**src/bsr_defs.svh**
```systemverilog
// register offsets, field positions, reset values and codes of the bridge register bank
`ifndef BSR_DEFS_SVH
`define BSR_DEFS_SVH
`define BSR_OFF_INT_ADDRESS_GROUP0 12'h004
`define BSR_OFF_IDENT 12'h008
`define BSR_OFF_INT_REQUEST_GROUP0 12'h00C
`define BSR_OFF_INT_ADDRESS_GROUP1 12'h010
`define BSR_OFF_INT_REQUEST_GROUP1 12'h014
`define BSR_OFF_IMR 12'h018
`define BSR_OFF_IPR 12'h01C
`define BSR_OFF_TOC 12'h020
`define BSR_OFF_ICR 12'h024
`define BSR_OFF_ILR 12'h028
`define BSR_OFF_CMD 12'h030
`define BSR_OFF_STAT 12'h034
`define BSR_OFF_CTL 12'h038
`define BSR_OFF_ERESP 12'h040
`define BSR_OFF_EINFO 12'h044
`define BSR_OFF_EREQ 12'h048
`define BSR_OFF_FBB 12'h05C
`define BSR_OFF_WIN 12'h060
`define BSR_OFF_CFGA 12'h064
`define BSR_OFF_CFGD 12'h068
`define BSR_OFF_IOD 12'h06C
`define BSR_OFF_MEMD 12'h070
`define BSR_ADDR_W 12
`define BSR_ID1_OPT 8'h00
`define BSR_ID_SEL_BIT 2
`define BSR_TOC_FIXED 32'hFFFA0030
`define BSR_TOC_ID_LSB 13
`define BSR_CMD_RESET 4'h5
`define BSR_CMD_CLEAR 4'h3
`define BSR_MODE_OFF 2'h0
`define BSR_MODE_INCLUDE 2'h1
`define BSR_ESTAT_CLEAR 6'h00
`define BSR_ESTAT_LTF 6'h01
`define BSR_ESTAT_FATAL 6'h03
`define BSR_IO_SPACE 4'hF
`define BSR_WIN_LSB 23
`define BSR_WIN_RESET 32'h00000000
`define BSR_RESP_OKAY 2'h0
`define BSR_RESP_SLVERR 2'h2
`endif

```
**src/bsr_pkg.sv**
```systemverilog
// types shared by the bridge register bank
package bsr_pkg;
    // status word layout, most significant field first
    typedef struct packed {
        logic [15:0] rsv_hi;
        logic [5:0] estat;
        logic soft_error_flag;
        logic hard_error_flag;
        logic fatal_error_flag;
        logic command_ready_flag;
        logic [1:0] rsv_lo;
        logic lower_port_flag;
        logic [2:0] pwr_stat;
    } bsr_status_t;
    // error log captured from the bridge datapath
    typedef struct packed {
        logic [31:0] resp_addr;
        logic [31:0] info;
        logic [31:0] req_addr;
    } bsr_err_log_t;
    typedef enum logic {BSR_PORT_IDLE, BSR_PORT_BUSY} bsr_port_t;
endpackage

```
**src/bsr_regs.sv**
```systemverilog
// supervisory and auxiliary register bank of the bus-to-pci bridge, axi4-lite slave
//
// Chosen here: the AXI4-Lite register port.
`timescale 1ns/10ps
`include "bsr_defs.svh"
module bsr_regs
    import bsr_pkg::*;
#(
    parameter int NINT = 32,
    parameter logic [31:0] IDENT0 = 32'h00000001, // arbitrary value
    parameter logic [19:0] IDENT1_MODEL = 20'h00001, // arbitrary value
    parameter logic [3:0] IDENT1_REV = 4'h0 // arbitrary value
) (
    input wire logic aclk,
    input wire logic aresetn,
    input wire logic awvalid,
    output logic awready,
    input wire logic [31:0] awaddr,
    input wire logic wvalid,
    output logic wready,
    input wire logic [31:0] wdata,
    input wire logic [3:0] wstrb,
    output logic bvalid,
    input wire logic bready,
    output logic [1:0] bresp,
    input wire logic arvalid,
    output logic arready,
    input wire logic [31:0] araddr,
    output logic rvalid,
    input wire logic rready,
    output logic [31:0] rdata,
    output logic [1:0] rresp,
    input wire logic [NINT-1:0] irq_lines,
    output logic int_group_first,
    output logic int_group_second,
    input wire logic fatal_evt,
    input wire logic soft_evt,
    input wire logic err_log_stb,
    input wire bsr_err_log_t err_log_in,
    input wire logic fwd_req,
    input wire logic [31:0] fwd_addr,
    output logic fwd_hit,
    output logic upstream_reset,
    output logic pci_reset,
    output logic fast_b2b_enable,
    output logic [31:0] pci_cfg_address_port,
    output logic pci_port_wr,
    output logic [1:0] pci_port_sel,
    output logic [31:0] pci_port_wdata,
    input wire logic [31:0] pci_port_rdata
);
    // byte-lane merge of a write into an old value
    function automatic logic [31:0] strb_merge(input logic [31:0] old, input logic [31:0] nw,
                                               input logic [3:0] st);
        logic [31:0] res;
        res = old;
        for (int b = 0; b < 4; b++) begin
            if (st[b]) begin
                res[b*8 +: 8] = nw[b*8 +: 8];
            end
        end
        return res;
    endfunction

    // io-space window hit for an address against the enable mask
    function automatic logic window_hit(input logic [31:0] addr, input logic [31:0] en);
        return (addr[31:28] == `BSR_IO_SPACE) && en[addr[`BSR_WIN_LSB +: 5]];
    endfunction

    logic awready_r, aw_held_r, wready_r, w_held_r, bvalid_r, arready_r, rvalid_r;
    logic [`BSR_ADDR_W-1:0] awaddr_r;
    logic [31:0] wdata_r, rdata_r, rd_data;
    logic [3:0] wstrb_r;
    logic [1:0] bresp_r, rresp_r, wr_resp;
    logic rd_err;
    bsr_port_t wr_state_r;
    logic [NINT-1:0] irq_meta_r, irq_sync_r, irq_prev_r, irq_rise;
    logic [NINT-1:0] mask_r, pending_r, grp_r, ipr_clr, req0, req1;
    logic [31:0] int_address_group0_r, int_address_group1_r, win_en_r, cfga_r;
    logic [3:0] toc_id_r;
    logic ident_sel_r, fbb_r, fe_r, fwd_hit_r, up_rst_r, pci_rst_r;
    logic grp0_r, grp1_r, pwr_r;
    logic [1:0] mode_r, psel_r;
    logic [31:0] pwdata_r;
    logic [5:0] estat_r;
    bsr_err_log_t elog_r;
    bsr_status_t status_w;
    logic wr_go, wr_hit, rd_go, cmd_reset, cmd_clear;
    logic [3:0] cmd_code;

    assign wr_go = aw_held_r && w_held_r && (wr_state_r == BSR_PORT_IDLE);
    assign rd_go = arvalid && arready_r;
    assign cmd_code = wdata_r[3:0];
    assign cmd_reset = wr_go && awaddr_r == `BSR_OFF_CMD && wstrb_r[0]
                       && cmd_code == `BSR_CMD_RESET;
    assign cmd_clear = wr_go && awaddr_r == `BSR_OFF_CMD && wstrb_r[0]
                       && cmd_code == `BSR_CMD_CLEAR;

    // write address channel: hold one address until the write is done
    always_ff @(posedge aclk) begin
        if (!aresetn) begin
            aw_held_r <= 1'b0;
            awready_r <= 1'b0;
            awaddr_r <= '0;
        end else if (awvalid && awready_r) begin
            aw_held_r <= 1'b1;
            awready_r <= 1'b0;
            awaddr_r <= awaddr[`BSR_ADDR_W-1:0];
        end else if (wr_go) begin
            aw_held_r <= 1'b0;
            awready_r <= 1'b1;
        end else if (!aw_held_r) begin
            awready_r <= 1'b1;
        end
    end

    // write data channel, taken independently of the address
    always_ff @(posedge aclk) begin
        if (!aresetn) begin
            w_held_r <= 1'b0;
            wready_r <= 1'b0;
            wdata_r <= '0;
            wstrb_r <= '0;
        end else if (wvalid && wready_r) begin
            w_held_r <= 1'b1;
            wready_r <= 1'b0;
            wdata_r <= wdata;
            wstrb_r <= wstrb;
        end else if (wr_go) begin
            w_held_r <= 1'b0;
            wready_r <= 1'b1;
        end else if (!w_held_r) begin
            wready_r <= 1'b1;
        end
    end

    // write response decode: unmapped or read-only offsets answer slverr
    always_comb begin
        wr_hit = 1'b1;
        unique case (awaddr_r)
            `BSR_OFF_INT_ADDRESS_GROUP0, `BSR_OFF_IDENT, `BSR_OFF_INT_ADDRESS_GROUP1, `BSR_OFF_IMR, `BSR_OFF_IPR,
            `BSR_OFF_TOC, `BSR_OFF_ICR, `BSR_OFF_CMD, `BSR_OFF_CTL, `BSR_OFF_FBB,
            `BSR_OFF_WIN, `BSR_OFF_CFGA, `BSR_OFF_CFGD, `BSR_OFF_IOD,
            `BSR_OFF_MEMD: wr_hit = 1'b1;
            default: wr_hit = 1'b0;
        endcase
        wr_resp = wr_hit ? `BSR_RESP_OKAY : `BSR_RESP_SLVERR;
    end

    // write response channel
    always_ff @(posedge aclk) begin
        if (!aresetn) begin
            wr_state_r <= BSR_PORT_IDLE;
            bvalid_r <= 1'b0;
            bresp_r <= `BSR_RESP_OKAY;
        end else begin
            unique case (wr_state_r)
                BSR_PORT_IDLE: begin
                    if (wr_go) begin
                        wr_state_r <= BSR_PORT_BUSY;
                        bvalid_r <= 1'b1;
                        bresp_r <= wr_resp;
                    end
                end
                BSR_PORT_BUSY: begin
                    if (bready) begin
                        wr_state_r <= BSR_PORT_IDLE;
                        bvalid_r <= 1'b0;
                    end
                end
            endcase
        end
    end

    // software-written configuration registers
    always_ff @(posedge aclk) begin
        if (!aresetn) begin
            int_address_group0_r <= '0;
            int_address_group1_r <= '0;
            mask_r <= '0;
            grp_r <= '0;
            toc_id_r <= '0;
            ident_sel_r <= 1'b0;
            fbb_r <= 1'b0;
            win_en_r <= `BSR_WIN_RESET;
            cfga_r <= '0;
        end else if (wr_go) begin
            unique case (awaddr_r)
                `BSR_OFF_INT_ADDRESS_GROUP0: int_address_group0_r <= strb_merge(int_address_group0_r, wdata_r, wstrb_r);
                `BSR_OFF_INT_ADDRESS_GROUP1: int_address_group1_r <= strb_merge(int_address_group1_r, wdata_r, wstrb_r);
                `BSR_OFF_IMR: mask_r <= strb_merge(mask_r, wdata_r, wstrb_r);
                `BSR_OFF_ICR: grp_r <= strb_merge(grp_r, wdata_r, wstrb_r);
                `BSR_OFF_IDENT: begin
                    if (wstrb_r[0]) begin
                        ident_sel_r <= wdata_r[`BSR_ID_SEL_BIT];
                    end
                end
                `BSR_OFF_TOC: begin
                    if (wstrb_r[1]) begin
                        toc_id_r[2:0] <= wdata_r[15:13];
                    end
                    if (wstrb_r[2]) begin
                        toc_id_r[3] <= wdata_r[16];
                    end
                end
                `BSR_OFF_FBB: begin
                    if (wstrb_r[0]) begin
                        fbb_r <= wdata_r[0];
                    end
                end
                `BSR_OFF_WIN: begin
                    win_en_r <= strb_merge(win_en_r, wdata_r, wstrb_r)
                                & 32'h7FFFFFFE;
                end
                `BSR_OFF_CFGA: cfga_r <= strb_merge(cfga_r, wdata_r, wstrb_r);
                default: ;
            endcase
        end
    end

    // interrupt line synchroniser and edge detect
    always_ff @(posedge aclk) begin
        if (!aresetn) begin
            irq_meta_r <= '0;
            irq_sync_r <= '0;
            irq_prev_r <= '0;
        end else begin
            irq_meta_r <= irq_lines;
            irq_sync_r <= irq_meta_r;
            irq_prev_r <= irq_sync_r;
        end
    end

    assign irq_rise = irq_sync_r & ~irq_prev_r;
    assign ipr_clr = (wr_go && awaddr_r == `BSR_OFF_IPR) ?
                     strb_merge('0, wdata_r, wstrb_r) : '0;
    assign req0 = pending_r & mask_r & ~grp_r;
    assign req1 = pending_r & mask_r & grp_r;

    // pending latch: write one clears, a new edge wins over the clear
    always_ff @(posedge aclk) begin
        if (!aresetn) begin
            pending_r <= '0;
        end else begin
            pending_r <= (pending_r & ~ipr_clr) | irq_rise;
        end
    end

    // group interrupt request outputs
    always_ff @(posedge aclk) begin
        if (!aresetn) begin
            grp0_r <= 1'b0;
            grp1_r <= 1'b0;
        end else begin
            grp0_r <= |req0;
            grp1_r <= |req1;
        end
    end

    // control mode and command pulses
    always_ff @(posedge aclk) begin
        if (!aresetn) begin
            mode_r <= `BSR_MODE_OFF;
            up_rst_r <= 1'b0;
            pci_rst_r <= 1'b0;
        end else begin
            up_rst_r <= cmd_reset;
            pci_rst_r <= cmd_reset;
            if (cmd_reset) begin
                mode_r <= `BSR_MODE_OFF;
            end else if (wr_go && awaddr_r == `BSR_OFF_CTL && wstrb_r[0]) begin
                mode_r <= wdata_r[1:0];
            end
        end
    end

    // error severity, fatal flag; detected events win over a clear
    always_ff @(posedge aclk) begin
        if (!aresetn) begin
            estat_r <= `BSR_ESTAT_CLEAR;
            fe_r <= 1'b0;
        end else begin
            if (fatal_evt) begin
                estat_r <= `BSR_ESTAT_FATAL;
                fe_r <= 1'b1;
            end else if (soft_evt && estat_r != `BSR_ESTAT_FATAL) begin
                estat_r <= `BSR_ESTAT_LTF;
            end else if (cmd_clear && !soft_evt) begin
                estat_r <= `BSR_ESTAT_CLEAR;
            end
        end
    end

    // error logging registers
    always_ff @(posedge aclk) begin
        if (!aresetn) begin
            elog_r <= '0;
        end else if (err_log_stb) begin
            elog_r <= err_log_in;
        end
    end

    // forwarding decision, one cycle after the request
    always_ff @(posedge aclk) begin
        if (!aresetn) begin
            fwd_hit_r <= 1'b0;
        end else begin
            fwd_hit_r <= fwd_req && mode_r == `BSR_MODE_INCLUDE
                         && window_hit(fwd_addr, win_en_r);
        end
    end

    // pci data port writes pass out as one-cycle strobes
    always_ff @(posedge aclk) begin
        if (!aresetn) begin
            pwr_r <= 1'b0;
            psel_r <= 2'h0;
            pwdata_r <= '0;
        end else begin
            pwr_r <= wr_go && (awaddr_r == `BSR_OFF_CFGD || awaddr_r == `BSR_OFF_IOD
                               || awaddr_r == `BSR_OFF_MEMD);
            if (wr_go) begin
                psel_r <= awaddr_r[3:2] - 2'h2;
                pwdata_r <= wdata_r;
            end
        end
    end

    // status word assembly
    always_comb begin
        status_w = '0;
        status_w.estat = estat_r;
        status_w.soft_error_flag = (estat_r == `BSR_ESTAT_LTF);
        status_w.hard_error_flag = 1'b0;
        status_w.fatal_error_flag = fe_r;
        status_w.command_ready_flag = 1'b1;
        status_w.lower_port_flag = 1'b0;
        status_w.pwr_stat = 3'h0;
    end

    // read decode
    always_comb begin
        rd_data = '0;
        rd_err = 1'b0;
        unique case (araddr[`BSR_ADDR_W-1:0])
            `BSR_OFF_INT_ADDRESS_GROUP0: rd_data = int_address_group0_r;
            `BSR_OFF_IDENT: rd_data = ident_sel_r ?
                {IDENT1_REV, IDENT1_MODEL, `BSR_ID1_OPT} : IDENT0;
            `BSR_OFF_INT_REQUEST_GROUP0: rd_data = 32'(req0);
            `BSR_OFF_INT_ADDRESS_GROUP1: rd_data = int_address_group1_r;
            `BSR_OFF_INT_REQUEST_GROUP1: rd_data = 32'(req1);
            `BSR_OFF_IMR: rd_data = 32'(mask_r);
            `BSR_OFF_IPR: rd_data = 32'(pending_r);
            `BSR_OFF_TOC: rd_data = `BSR_TOC_FIXED
                                    | {15'h0, toc_id_r, 13'h0};
            `BSR_OFF_ICR: rd_data = 32'(grp_r);
            `BSR_OFF_ILR: rd_data = 32'(irq_sync_r);
            `BSR_OFF_CMD: rd_data = '0;
            `BSR_OFF_STAT: rd_data = status_w;
            `BSR_OFF_CTL: rd_data = {30'h0, mode_r};
            `BSR_OFF_ERESP: rd_data = elog_r.resp_addr;
            `BSR_OFF_EINFO: rd_data = elog_r.info;
            `BSR_OFF_EREQ: rd_data = elog_r.req_addr;
            `BSR_OFF_FBB: rd_data = {31'h0, fbb_r};
            `BSR_OFF_WIN: rd_data = win_en_r;
            `BSR_OFF_CFGA: rd_data = cfga_r;
            `BSR_OFF_CFGD, `BSR_OFF_IOD, `BSR_OFF_MEMD: rd_data = pci_port_rdata;
            default: rd_err = 1'b1;
        endcase
    end

    // read channel: data one cycle after the address is taken
    always_ff @(posedge aclk) begin
        if (!aresetn) begin
            arready_r <= 1'b0;
            rvalid_r <= 1'b0;
            rdata_r <= '0;
            rresp_r <= `BSR_RESP_OKAY;
        end else if (rd_go) begin
            arready_r <= 1'b0;
            rvalid_r <= 1'b1;
            rdata_r <= rd_data;
            rresp_r <= rd_err ? `BSR_RESP_SLVERR : `BSR_RESP_OKAY;
        end else if (rvalid_r && rready) begin
            rvalid_r <= 1'b0;
            arready_r <= 1'b1;
        end else if (!rvalid_r) begin
            arready_r <= 1'b1;
        end
    end

    assign awready = awready_r;
    assign wready = wready_r;
    assign bvalid = bvalid_r;
    assign bresp = bresp_r;
    assign arready = arready_r;
    assign rvalid = rvalid_r;
    assign rdata = rdata_r;
    assign rresp = rresp_r;
    assign int_group_first = grp0_r;
    assign int_group_second = grp1_r;
    assign fwd_hit = fwd_hit_r;
    assign upstream_reset = up_rst_r;
    assign pci_reset = pci_rst_r;
    assign fast_b2b_enable = fbb_r;
    assign pci_cfg_address_port = cfga_r;
    assign pci_port_wr = pwr_r;
    assign pci_port_sel = psel_r;
    assign pci_port_wdata = pwdata_r;
endmodule // bsr_regs
```
**config.mk**
```make
export PLATFORM = sky130hd
export DESIGN_NAME = bsr_regs
export DESIGN_NICKNAME = d
export VERILOG_FILES = /design/src/bsr_pkg.sv /design/src/bsr_regs.sv
export VERILOG_INCLUDE_DIRS = /design/src
export SDC_FILE = /design/constraint.sdc
export NUM_CORES = 1
export LEC_CHECK = 0
export BUFFER_PORTS_ARGS = -buffer_cell sky130_fd_sc_hd__buf_2
export CAP_MARGIN = 20
export CORE_ASPECT_RATIO = 0.8
export CORE_UTILIZATION = 40
export CTS_CLUSTER_DIAMETER = 30
export DETAILED_ROUTE_END_ITERATION = 8
export PLACE_DENSITY = 0.63
export SLEW_MARGIN = 5
export SYNTH_ARGS = -nofsm -noshare
export SYNTH_HDL_FRONTEND = slang
export SYNTH_SLANG_ARGS = --single-unit
```
**constraint.sdc**
```tcl
create_clock -name aclk -period 3.3 [get_ports aclk]
set_input_delay 0.66 -clock aclk [delete_from_list [all_inputs] [get_ports aclk]]
set_output_delay 0.66 -clock aclk [all_outputs]
set_load 0.05 [all_outputs]
```
# Word level (Yosys, flattened, before mapping)
# Cells that the tools add are included.
[classes]
bitwise_logic = 11
n_lt_le_gt_ge = 1
add_sub_neg = 1
n_reduce_logical = 65
eq_ne = 48
muxes = 32
[op_table]
columns = ["cell", "n"]
rows = [
  ["$pmux 32 s19", 1],
  ["$eq 12x7->1 const B", 15],
  ["$and 32x32->32", 5],
  ["$eq 12x6->1 const B", 10],
  ["$not 32->32", 3],
  ["$eq 12x5->1 const B", 7],
  ["$reduce_and 3->1", 28],
  ["$reduce_or 32->1", 2],
  ["$eq 12x4->1 const B", 3],
  ["$mux 32", 1],
  ["$mux 8", 4],
  ["$or 32x32->32", 1],
  ["$eq 12x3->1 const B", 2],
  ["$reduce_or 22->1", 1],
  ["$logic_and 1x1->1", 19],
  ["$mux 1", 17],
  ["$reduce_or 15->1", 1],
  ["$mux 2", 5],
  ["$mux 9", 1],
  ["$reduce_or 2->1", 4],
  ["$lt 5x6->1 const B", 1],
  ["$ne 2x1->1 const B", 3],
  ["$ne 2x2->1 const B", 3],
  ["$reduce_bool 2->1", 3],
  ["13 further kinds", 18],
]
[totals]
ff_bits = 556
in_bits = 303

# Longest topological paths before layout
[depth]
depth_word = 9
ltp_mapped = 9

# Worst setup path before layout
# OpenSTA, ideal clock, no wires.
[synth_path]
path_type = "input to register"
startpoint = "input port araddr[3]"
endpoint = "register rdata_r[15] (netlist: rdata[15])"
cell_stages = 8
arrival_ns = 2.409
setup_slack_ns = 0.811
t_required_ns = 3.221
path_cell_list = "buf_2 -> or4b_1 -> clkbuf_2 -> a2111oi_0 -> o21a_1 -> o31ai_1 -> buf_2 -> a22oi_1"
[synth_via]
elab_chain_len = 3
word_cells_on_any_way = 23
cone_classes = "eq/ne: 21; mux: 1; reduce/logical: 1"
[synth_rtl]
columns = ["item", "line_no", "text"]
rows = [
  ["from (decl)", "bsr_regs.sv:28", "input wire logic [31:0] araddr,"],
  ["$eq 12x7->1", "bsr_regs.sv:345", "unique case (araddr[`BSR_ADDR_W-1:0])"],
  ["$reduce_or 3->1", "bsr_regs.sv:345", ""],
  ["$pmux 32 s19 *", "bsr_regs.sv:345", ""],
  ["to (signal assigned)", "bsr_regs.sv:382", "rdata_r <= rd_data;"],
  ["to (decl)", "bsr_regs.sv:72", "logic [31:0] wdata_r, rdata_r, rd_data;"],
]
# Mark *: on every way between the ends. The rest lies on a longest branch, timed or not.
# A chain may end at the register's enable or synchronous reset.

# Final worst setup path
[layout_path]
startpoint = "register awaddr_r[9]"
endpoint = "register mask_r[9]"
[layout_via]
elab_chain_len = 2
[layout_rtl]
columns = ["item", "line_no", "text"]
rows = [
  ["from (decl)", "bsr_regs.sv:71", "logic [`BSR_ADDR_W-1:0] awaddr_r;"],
  ["from (signal assigned)", "bsr_regs.sv:108", "awaddr_r <= awaddr[`BSR_ADDR_W-1:0];"],
  ["$eq 12x5->1", "bsr_regs.sv:188", "unique case (awaddr_r)"],
  ["$reduce_and 3->1 (no line)", "-", ""],
  ["to (signal assigned)", "bsr_regs.sv:191", "`BSR_OFF_IMR: mask_r <= strb_merge(mask_r, wdata_r, wstrb_r);"],
  ["to (decl)", "bsr_regs.sv:78", "logic [NINT-1:0] mask_r, pending_r, grp_r, ipr_clr, req0, req1;"],
]
# Every way passes these cells.

==> run metrics <==
placed cell area=28,300 um^2; Syn Inst Count=2,771; ys async rst share=0%; Req. time, crit path=3.87 ns; CP Class=reg -> reg; Initial DRC Count=2,685; GRT Util Overall=38.5%; number of clock sinks=between 500 and 600; gpl congestion=1.06; Tcrit/Tclk final=between 80% and 90%; Vias/cell=5.91; # Post-CTS Setup Buffers=0; initial core utilization=between 40 and 50%; Slew Limit Fails=0; most common cell after layout, fill and taps aside=dfxtp_1; largest net degree at the start of global routing=around 130; RSZ-0062 raised after global routing=false; DR DRC count=0; die height=~220 um; drt first pass iters=6; io pins=417; Yosys cell types=85; reg2reg path depth=5; R2R Path End=mask_r[9]$_SDFFE_PN0P_; layout cells sized above 1=between 20% and 30%; Avg Synthesized Cell Area=approximately 9 um^2; post-route antenna net violation count=0; placed cell count=3,900; Worst slew margin=29.3%; peak supply drop=462 uV; Biggest register=elog_r; Post-Syn Area=24,600 um^2; Critical R2R Launch=awaddr_r[9]$_SDFFE_PN0P_; Synth Register Bits=about 550; min Tclk post-route=2.87 ns; max_cap viols=0; Syn-to-layout area delta=29.8%; die width=between 200 and 300 um; critical path launch point type=register; Setup violations, final=0; Worst Hold Endpoint=irq_meta_r[5]$_SDFF_PN0_; Skew-Pair Late Insertion Delay=between 0.6 and 0.7 ns; YS warnings=0; clk buf depth=3; first-pass GRT wire length=171 mm; Post-synth EDFFs=0; worst-margin pin slew=~1.1 ns; non-filler cells, final=4,102; CP Data Arrival Time=3.44 ns; fill count=5,613; DR WL/cell=30.0 um; setup_tns=0 ns; Post-CTS Resized=0; Worst Path Max Fanout=9; CTS H-tree lvls=3; via count=24,200; PortBufs=between 300 and 400; Clock Skews=between 0.03 and 0.04 ns; min-delay src=irq_lines[5]; remaining global-route overflow=0; Top FF cell, synth=dfxtp_1; diodes inserted=0; critical path endpoint category=register; Hold Vio Cnt, Final=0; most frequent cells in the layout=554 x dfxtp_1, 445 x nand2_1, 349 x buf_2, 275 x mux2i_1, 233 x nor2_1; Leakage Power=between 10 and 15 nW; max reg flops=96; hold buffers post-CTS=0; initial antenna violation count=3; vias in the first global route=around 24,000; worst hold path type=in -> reg; Num CTS Buffers=106; WHS Path Cells=2; # nets final=3,492; status=complete, no violations; Max Freq=between 0.3 and 0.4 GHz; clock slew seen by the registers of the worst setup and hold paths=~0.050 ns; core area=60,300 um^2; final instance area=32,000 um^2; row cnt=80; TritonCTS clock tree=done; register area share after synthesis=45.0%; Tot Pwr=19.2 mW; final wirelength=123 mm; CTS Root Cell=clkbuf_16; register-to-register setup slack=approximately 0.43 ns; Pwr Density=601 nW/um^2; DP HPWL=between 90 and 100 mm; die area=approximately 63,000 um^2
worst max-delay path by stage:
| stage | from | slack [ns] | to | cells past startpoint |
|---|---|---|---|---|
| 6_report | awaddr_r[9]$_SDFFE_PN0P_ | 0.43 | mask_r[9]$_SDFFE_PN0P_ | 5 |
| 3_3_place_gp | araddr[7] | 0.24 | rdata[16]$_SDFFE_PN0P_ | 8 |
| 2_1_floorplan | araddr[3] | 0.81 | rdata[15]$_SDFFE_PN0P_ | 8 |
| 4_1_cts | awaddr_r[9]$_SDFFE_PN0P_ | 0.45 | mask_r[9]$_SDFFE_PN0P_ | 5 |
| 3_5_place_dp | araddr[7] | 0.23 | rdata[16]$_SDFFE_PN0P_ | 8 |
| 5_1_grt | awaddr_r[9]$_SDFFE_PN0P_ | 0.37 | mask_r[9]$_SDFFE_PN0P_ | 5 |
cell families after synthesis:
logic type | Yosys count | synth area share (%)
AOI/OAI and AO/OA | 543 | 15.1
xor gates and xnor gates | 1 | 0.0356
buffers and inverters | 244 | 3.97
DFF | 554 | 45.0
muxes | 305 | 13.1
other | 1 | 0.0152
and+or+nand+nor | 1123 | 22.8
report_power, final:
part           internal, mW  switching, mW  total (mW)
combinational         0.430          0.747        1.18
sequential             6.88          0.221        7.10
clock                  6.88           4.07        10.9
total                  14.2           5.04        19.2
synthesized netlist by cell type, types with 12 or more instances:
master	count	area (um^2)
nor2b_1	44	275
buf_2	31	155
nor3_1	25	125
a22oi_1	75	563
o22ai_1	21	131
o21ai_0	54	270
a21boi_0	29	218
mux4_2	12	270
mux2_2	18	203
nand2b_1	12	75.1
dfxtp_1	554	11100
nand3_1	68	340
nand4_1	39	244
buf_1	16	60.1
clkbuf_1	170	638
a32oi_1	29	254
and2_1	100	626
inv_1	20	75.1
o21a_1	36	270
a211oi_1	14	105
o2111ai_1	15	131
nor2_1	233	875
nand2_1	445	1670
nand3b_1	25	188
a21oi_1	155	776
mux2i_1	275	2750
and3_1	12	75.1
a31oi_1	12	75.1
metal layers:
layer,global-route usage [%],part of all wire (%)
met1,49.8,41
met2,60.5,45
met3,6.21,7.4
met4,23.0,6.4
met5,0,0
critical path: stages (launching register included):
cell and delay, ns:
dfxtp_1 0.31, or4_4 0.57, or4_1 0.74, nor3_4 0.47, nand2_2 0.39, mux2i_1 0.28
final cells by class:
class / count / area [um^2] / share of cell area [%]
Multi-Input combinational cell: 1974 / 12700 / 39.6
Sequential cell: 554 / 11100 / 34.7
Timing Repair Buffer: 532 / 3420 / 10.7
Clock buffer: 130 / 2890 / 9.05
Tap cell: 820 / 1030 / 3.21
Clock inverter: 71 / 798 / 2.50
Inverter: 21 / 86.3 / 0.270
metrics by stage:
step | setup slack, ns | util, % | hold WS, ns
after floorplan | 0.811 | - | 0.412
after global placement | 0.244 | 46.9 | 0.415
after detailed placement | 0.233 | 46.9 | 0.419
after CTS | 0.445 | 53.1 | 0.168
after global routing | 0.370 | 53.1 | 0.190
final | 0.433 | 53.1 | 0.191
No activity file was read; power rests on OpenSTA's default activity.
